## src/hdl/lrt_cfg.svh

```systemverilog
`ifndef LRT_CFG_SVH
`define LRT_CFG_SVH
`define LRT_CNT_W 8
`define LRT_MODE_W 5
`define LRT_MODE_LOW_RST 5'h0e
`define LRT_MODE_HIGH_RST 5'h0f
`define LRT_MODE_LVL_BIT 0
`define LRT_CNT_START 8'h00
`define LRT_CNT_STEP 8'h01
`endif

```

## src/hdl/lrt_pkg.sv

```systemverilog
`include "lrt_cfg.svh"
package lrt_pkg;
   typedef logic [`LRT_CNT_W-1:0] lrt_cnt_t;
   typedef enum logic [2:0]
   {
      LRT_IDLE = 3'h1,
      LRT_ARMED = 3'h2,
      LRT_COUNT = 3'h4
   } lrt_state_t;
endpackage : lrt_pkg

```

## src/hdl/lrt_sync.sv

```systemverilog
module lrt_sync
(
   input wire logic clk_i,
   input wire logic rst_i,
   input wire logic d_i,
   output logic q_o
);
   typedef struct packed
   {
      logic meta;
      logic held;
   } lrt_sync_regs_t;

   lrt_sync_regs_t r;
   lrt_sync_regs_t next_r;

   // only the second stage leaves: the first may still be settling
   always_comb
   begin
      next_r.meta = d_i;
      next_r.held = r.meta;
   end

   always_ff @(posedge clk_i)
   begin
      if (rst_i)
         r <= '0;
      else
         r <= next_r;
   end

   assign q_o = r.held;
endmodule : lrt_sync

```

## src/hdl/lrt_timer.sv

```systemverilog
// What this block does
// - in the low-reset mode the count is held at start while ext is low.
// - in the high-reset mode the count is held at start while ext is high.
// - the hold follows the level of ext, not its edges.
// - counting starts on a reset-to-active edge of ext while run is set.
// - a period match returns the count to start and clears run, unless run_set_i is high in that cycle.
// - once run clears, a restart needs run set and then a fresh edge.
// - the pwm output asserts on the edge that starts the count.
// - the pwm output deasserts on the step after the count equals the pulse width value.
// - at the period match the pwm stays low until the next starting edge.
`include "lrt_cfg.svh"
module lrt_timer
   import lrt_pkg::*;
(
   input wire logic clk_i,
   input wire logic rst_i,
   input wire logic [`LRT_MODE_W-1:0] mode_i,
   input wire logic run_set_i,
   input wire logic run_clr_i,
   input wire logic ext_i,
   input wire logic [`LRT_CNT_W-1:0] period_match_value_i,
   input wire logic [`LRT_CNT_W-1:0] pulse_width_value_i,
   output logic run_o,
   output logic [`LRT_CNT_W-1:0] count_o,
   output logic pwm_o,
   output logic active_o
);
   // ------------------------------------------------------------
   // external signal, synchronised
   // ------------------------------------------------------------
   logic ext_s;
   lrt_sync u_sync
   (
      .clk_i(clk_i),
      .rst_i(rst_i),
      .d_i(ext_i),
      .q_o(ext_s)
   );

   typedef struct packed
   {
      lrt_state_t state;
      logic run;
      lrt_cnt_t cnt;
      logic pwm;
      logic ext_d;
      logic active;
   } lrt_regs_t;

   lrt_regs_t r;
   lrt_regs_t next_r;
   logic mode_ok;
   logic in_reset;
   logic start_edge;
   logic rst_lvl;

   // ------------------------------------------------------------
   // next state
   // ------------------------------------------------------------
   always_comb
   begin
      next_r = r;
      mode_ok = (mode_i == `LRT_MODE_LOW_RST) ||
         (mode_i == `LRT_MODE_HIGH_RST);
      // reset level equals mode lsb: 0 low, 1 high
      rst_lvl = mode_i[`LRT_MODE_LVL_BIT];
      in_reset = mode_ok && (ext_s == rst_lvl);
      start_edge = mode_ok && !in_reset && (r.ext_d == rst_lvl);
      next_r.ext_d = ext_s;
      // set wins over a simultaneous software clear
      if (run_set_i)
         next_r.run = 1'b1;
      else if (run_clr_i)
         next_r.run = 1'b0;
      case (r.state)
         LRT_IDLE:
         begin
            next_r.pwm = 1'b0;
            // a fresh edge is only honoured once run is seen set
            if (r.run)
               next_r.state = LRT_ARMED;
         end
         LRT_ARMED:
         begin
            if (!r.run)
               next_r.state = LRT_IDLE;
            else if (start_edge)
            begin
               next_r.state = LRT_COUNT;
               next_r.pwm = 1'b1;
            end
         end
         LRT_COUNT:
         begin
            if (!r.run)
            begin
               // leaving early must not leave the drive high
               next_r.state = LRT_IDLE;
               next_r.pwm = 1'b0;
            end
            else if (r.cnt == period_match_value_i)
            begin
               next_r.cnt = `LRT_CNT_START;
               next_r.run = run_set_i;
               next_r.pwm = 1'b0;
               next_r.state = LRT_IDLE;
            end
            else
            begin
               next_r.cnt = r.cnt + `LRT_CNT_STEP;
               if (r.cnt == pulse_width_value_i)
                  next_r.pwm = 1'b0;
            end
         end
         default:
            next_r.state = LRT_IDLE;
      endcase
      if (in_reset)
      begin
         next_r.cnt = `LRT_CNT_START;
         next_r.pwm = 1'b0;
         // a shot that ended this cycle stays ended
         if (next_r.state == LRT_COUNT)
            next_r.state = LRT_ARMED;
      end
      // decoded here so that the output leaves a flop
      next_r.active = (next_r.state == LRT_COUNT);
   end

   // ------------------------------------------------------------
   // state register
   // ------------------------------------------------------------
   always_ff @(posedge clk_i)
   begin
      if (rst_i)
      begin
         r.state <= LRT_IDLE;
         r.run <= 1'b0;
         r.cnt <= `LRT_CNT_START;
         r.pwm <= 1'b0;
         r.ext_d <= 1'b0;
         r.active <= 1'b0;
      end
      else
         r <= next_r;
   end

   // ------------------------------------------------------------
   // outputs
   // ------------------------------------------------------------
   assign run_o = r.run;
   assign count_o = r.cnt;
   assign pwm_o = r.pwm;
   assign active_o = r.active;

   // ------------------------------------------------------------
   // checks
   // ------------------------------------------------------------
   a_reset_out: assert property (
      @(posedge clk_i)
      rst_i |=> (!run_o && !pwm_o && !active_o
      && count_o == `LRT_CNT_START))
      else $error("outputs not cleared by reset");

   a_hold_low: assert property (
      @(posedge clk_i) disable iff (rst_i)
      (mode_i == `LRT_MODE_LOW_RST && !ext_s)
      |=> count_o == `LRT_CNT_START)
      else $error("count not held in low reset");

   a_hold_high: assert property (
      @(posedge clk_i) disable iff (rst_i)
      (mode_i == `LRT_MODE_HIGH_RST && ext_s)
      |=> count_o == `LRT_CNT_START)
      else $error("count not held in high reset");

   a_level_hold: assert property (
      @(posedge clk_i) disable iff (rst_i)
      in_reset |=> !active_o)
      else $error("running while reset level held");

   a_start_edge: assert property (
      @(posedge clk_i) disable iff (rst_i)
      (r.state == LRT_ARMED && run_o && start_edge)
      |=> active_o && pwm_o)
      else $error("edge did not start count");

   a_period_end: assert property (
      @(posedge clk_i) disable iff (rst_i)
      (active_o && run_o && !in_reset && !run_set_i
      && count_o == period_match_value_i)
      |=> !run_o && count_o == `LRT_CNT_START)
      else $error("period match did not end shot");

   a_no_restart: assert property (
      @(posedge clk_i) disable iff (rst_i)
      $fell(run_o) |=> !active_o [*2])
      else $error("restart without new arming");

   a_idle_wait: assert property (
      @(posedge clk_i) disable iff (rst_i)
      (r.state == LRT_IDLE) |=> !active_o)
      else $error("count started straight from idle");

   a_pwm_rise: assert property (
      @(posedge clk_i) disable iff (rst_i)
      $rose(pwm_o) |-> $rose(active_o))
      else $error("pwm rose off the start edge");

   a_pwm_fall: assert property (
      @(posedge clk_i) disable iff (rst_i)
      (active_o && run_o && count_o == pulse_width_value_i) |=> !pwm_o)
      else $error("pwm not cleared at width");

   a_pwm_idle: assert property (
      @(posedge clk_i) disable iff (rst_i)
      !active_o |-> !pwm_o)
      else $error("pwm high while not counting");

   a_count_step: assert property (
      @(posedge clk_i) disable iff (rst_i)
      (active_o && run_o && !in_reset && !run_clr_i
      && count_o != period_match_value_i)
      |=> count_o == $past(count_o) + `LRT_CNT_STEP)
      else $error("count did not step");

   a_hold_stop: assert property (
      @(posedge clk_i) disable iff (rst_i)
      (!run_o && !in_reset) |=> $stable(count_o))
      else $error("count moved with run clear");
endmodule : lrt_timer

```

## config.mk

```make
export PLATFORM = sky130hd
export DESIGN_NAME = lrt_timer
export DESIGN_NICKNAME = d
export VERILOG_FILES = /design/src/hdl/lrt_pkg.sv /design/src/hdl/lrt_sync.sv /design/src/hdl/lrt_timer.sv
export VERILOG_INCLUDE_DIRS = /design/src /design/src/hdl
export SDC_FILE = /design/constraint.sdc
export NUM_CORES = 1
export LEC_CHECK = 0
export BUFFER_PORTS_ARGS = -buffer_cell sky130_fd_sc_hd__buf_2
export CORE_ASPECT_RATIO = 1.4
export CORE_MARGIN = 3
export CORE_UTILIZATION = 32
export CTS_CLUSTER_DIAMETER = 40
export DETAILED_ROUTE_END_ITERATION = 16
export SETUP_SLACK_MARGIN = 0.2
export SYNTH_ARGS = -nofsm -noshare
export SYNTH_HDL_FRONTEND = slang
export SYNTH_SLANG_ARGS = --single-unit
```

## constraint.sdc

```tcl
create_clock -name clk_i -period 3.9 [get_ports clk_i]
set_input_delay 0.195 -clock clk_i [delete_from_list [all_inputs] [get_ports clk_i]]
set_output_delay 0.195 -clock clk_i [all_outputs]
set_load 0.05 [all_outputs]
```

==> results.md <==
| Quantity | Reported | Unit |
|---|---|---|
| Antenna Violating Nets Remaining | 0 | - |
| Post-synth cell types | 41 | - |
| Die outline area | 4230 | sq um |
| Crit-path slowest cell | dfxtp_1 | - |
| Hold Path Sink | u_sync.next_r[0]$_SDFF_PP0_ | - |
| Worst Setup End Kind | register | - |
| Total Neg Setup Slack | 0 | ns |
| Top-Level Pins | 37 | - |
| Leakage power summed over all cells | 0.597 | nW |
| Most area-hungry cell type in the Yosys netlist | dfxtp_1 | - |
| Cell area after technology mapping | 1110 | sq um |
| Total overflow reported by the global router | 0 | - |
| Largest net degree at the start of global routing | 10 | - |
| Non-filler cells in the finished layout | 186 | - |
| Fin Clk Skew | 0.00206 | ns |
| Average wire per standard cell | 12.7 | microns |
| TritonCTS clock tree | done | - |
| Achievable frequency | 548 | MHz |
| Power spent charging and discharging nets | 95.0 | uW |
| Portion of the post-synthesis area used by sequential elements | 30.6 | % |
| Synth-to-Final Area Change | 15.3 | % |
| Worst path top cell family by delay | simple AND/OR/NAND/NOR gates | - |
| Post-synthesis register bit count | 17 | - |
| Placer Congestion | 0.783 | - |
| Maximum vdd ir drop | 0.186 | mV |
| Class of the most critical hold timing path | in2reg | - |
| Worst setup path startpoint | count_o[4]$_SDFFE_PP0P_ | - |
| Syn Nets | 147 | - |
| Number of nets in the finished design | 175 | - |
| Total of cells resized after clock tree synthesis | 0 | - |
| Antenna diodes | 0 | - |
| Fin. max-slew vios | 0 | - |
| Total routing usage reported by global routing | 12.3 | % |
| Critical register-to-register path startpoint | count_o[4]$_SDFFE_PP0P_ | - |
| Initial antenna violation count | 0 | - |
| Maximum Capacitance Violations | 0 | - |
| Status | complete, no violations | - |
| Number of cell rows | 24 | - |
| Hold path depth | 2 | - |
| Total number of yosys warnings | 0 | - |
| Vertical die dimension | 75.7 | microns |
| First-pass GRT wire length | 4080 | microns |
| Number of iterations in the first detailed-routing pass | 4 | - |
| Vias/cell | 4.91 | - |
| Part of the power in combinational logic | 16.0 | % |
| Synth Instances | 120 | - |
| Async set or reset register ratio after synthesis | 0 | % |
| Pwr/cell area | 292 | nW/um^2 |
| Startpoint types | register | - |
| Reg power frac | 50.1 | % |
| Reg2reg end | count_o[3]$_SDFFE_PP0P_ | - |
| Top cells by count, synth | 18 x xor2_1, 17 x dfxtp_1, 8 x buf_4, 6 x nor3b_1 | - |
| Count of port buffers added during placement | 36 | - |
| Library cell with the highest instance count after synthesis | xor2_1 | - |
| Wirelength, routed | 2360 | microns |
| Post-route worst setup slack | 2.08 | ns |
| Worst slew pin tran | 0.712 | ns |
| RSZ-0062 raised after global routing | false | - |
| Via total after detailed routing | 914 | - |
| Final HPWL from detailed placement | 1870 | microns |
| Depth of the worst register-to-register path | 5 | - |
| Min-delay src | ext_i | - |
| Placed instance count | 182 | - |
| Core Region | 3210 | sq um |
| Crit Path Max Fanout | 8 | - |
| Internal Power | 279 | uW |
| Total CTS buffers | 3 | - |
| Cells traversed along the worst timing path | xor2_1, nor4_2, and2_1, o21ai_1, a32o_1 | - |
| Hold-fix buffers, CTS | 0 | - |
| Mean cell area of the mapped netlist | 9.26 | sq um |
| Setup slack after placement | 2.10 | ns |
| Fin crit share | 46.8 | % |
| Req. time, crit path | 4.04 | ns |
| Master cell of the clock root buffer | clkbuf_8 | - |
| Number of enable flip-flop cells after synthesis | 0 | - |
| Number of global-route vias before repair | 924 | - |
| DR iter-0 viols | 30 | - |
| Normalized max-slew margin | 52.2 | % |
| Data arrival, critical path | 1.96 | ns |
| Critical path start-end classification | reg2reg | - |
| Setup Fix Bufs, Post-CTS | 0 | - |
| Fraction of synthesized cell area taken by the top area cell type | 30.6 | % |
| Register-to-register setup slack | 2.08 | ns |
| TritonCTS Sinks | 17 | - |
| Final design utilization | 39.9 | % |
| DRC Markers | 0 | - |
| Tot Pwr | 374 | uW |
| Clock latency on the worst-skew pair | 0.24 | ns |
| Largest cells by area after synthesis | dfxtp_1 31%, xor2_1 14%, buf_4 5.4% | - |
| Endpoints failing hold | 0 | - |
| Share of power burned in the clock network | 33.9 | % |
| Max incr delay on CP | 0.49 | ns |
| Switch share | 25.4 | % |
| CTS clock-pin slew for the worst setup and hold paths | 0.06 | ns |
| Maximum clock insertion buffer count | 2 | - |
| Die width | 55.8 | microns |
| Leading register cell type out of synthesis | dfxtp_1 | - |
| Minimum period implied by the final worst setup slack | 1.82 | ns |
| Share of cells above drive strength 1 | 32.0 | % |
| Initial standard-cell utilization of the core | 34.6 | % |
| Endpoints failing setup | 0 | - |
| H-Tree Depth | 1 | - |
| Bufs and invs on worst path | 0 | - |
-- worst max-delay path by stage --
stage | to | slack [ns] | cells after the start
finish | count_o[3]$_SDFFE_PP0P_ | 2.08 | 5
global route | count_o[4]$_SDFFE_PP0P_ | 1.95 | 5
CTS | count_o[3]$_SDFFE_PP0P_ | 2.08 | 5
detailed placement | count_o[3]$_SDFFE_PP0P_ | 2.10 | 5
global placement | count_o[4]$_SDFFE_PP0P_ | 2.17 | 5
floorplan | count_o[3]$_SDFFE_PP0P_ | 2.31 | 7
-- registers in the layout, indices dropped and copies added, names as in the netlist --
| name | count |
|---|---|
| active_o | 1 |
| r | 4 |
| u_sync.next_r | 1 |
| u_sync.q_o | 1 |
| run_o | 1 |
| pwm_o | 1 |
| count_o | 8 |
-- kinds of logic after synthesis --
| family | count (synthesis) | synth area share [%] |
|---|---|---|
| xor+xnor | 21 | 16.6 |
| buf+inv | 16 | 10.4 |
| fa+ha+maj | 1 | 1.13 |
| compound gates | 24 | 16.1 |
| flops | 17 | 30.6 |
| mux | 1 | 0.901 |
| simple gates | 40 | 24.3 |
-- power groups by stage --
| stage | logic (mW) | registers (mW) | clock network, mW |
|---|---|---|---|
| after floorplan | 0.0387 | 0.193 | 0 |
| after global placement | 0.0592 | 0.191 | 0 |
| after detailed placement | 0.0601 | 0.191 | 0 |
| after CTS | 0.0606 | 0.187 | 0.135 |
| after global routing | 0.0658 | 0.189 | 0.145 |
| final | 0.0597 | 0.187 | 0.127 |
-- cell usage in the layout, fill, tap and decap left out, drive strengths merged --
cell	instances
nand3b	2
nor3	1
a22oi	1
a31oi	1
a22o	1
nor2	4
clkbuf	4
o21ai	5
nand2b	1
a211o	2
nand4	2
a32o	3
nand2	5
o211ai	1
a21oi	5
or3	1
and3	3
nor2b	3
nand4b	1
or3b	1
nor4	4
xnor2	3
xor2	18
nor3b	7
o211a	1
buf	36
inv	3
dfxtp	17
and2	4
a21o	3
mux2i	1
nand3	1
a211oi	1
ha	1
-- per-layer routing --
metal / track usage [%] / part of all wire (%) / vias up
li1: - / - / 471
met2: 23.3 / 48 / 34
met4: 5.41 / 0.34 / 0
met1: 13.1 / 44 / 407
met5: 0 / 0 / -
met3: 2.71 / 7.7 / 2
-- metrics by stage --
step | hold WS (ns) | cell area (sq um)
6_report | 0.168 | 1280
2_1_floorplan | 0.264 | 1110
4_1_cts | 0.166 | 1280
3_5_place_dp | 0.427 | 1240
3_3_place_gp | 0.417 | 1240
5_1_grt | 0.166 | 1280
-- cell type report --
| cell class | instances | area, sq um |
|---|---|---|
| clock buffers | 4 | 45.0 |
| repair buffers | 36 | 180 |
| multi-input cells | 87 | 656 |
| fillers | 320 | 1930 |
| inverters | 3 | 11.3 |
| well taps | 39 | 48.8 |
| flip-flops and latches | 17 | 340 |
(Power assumes the default switching activity.)
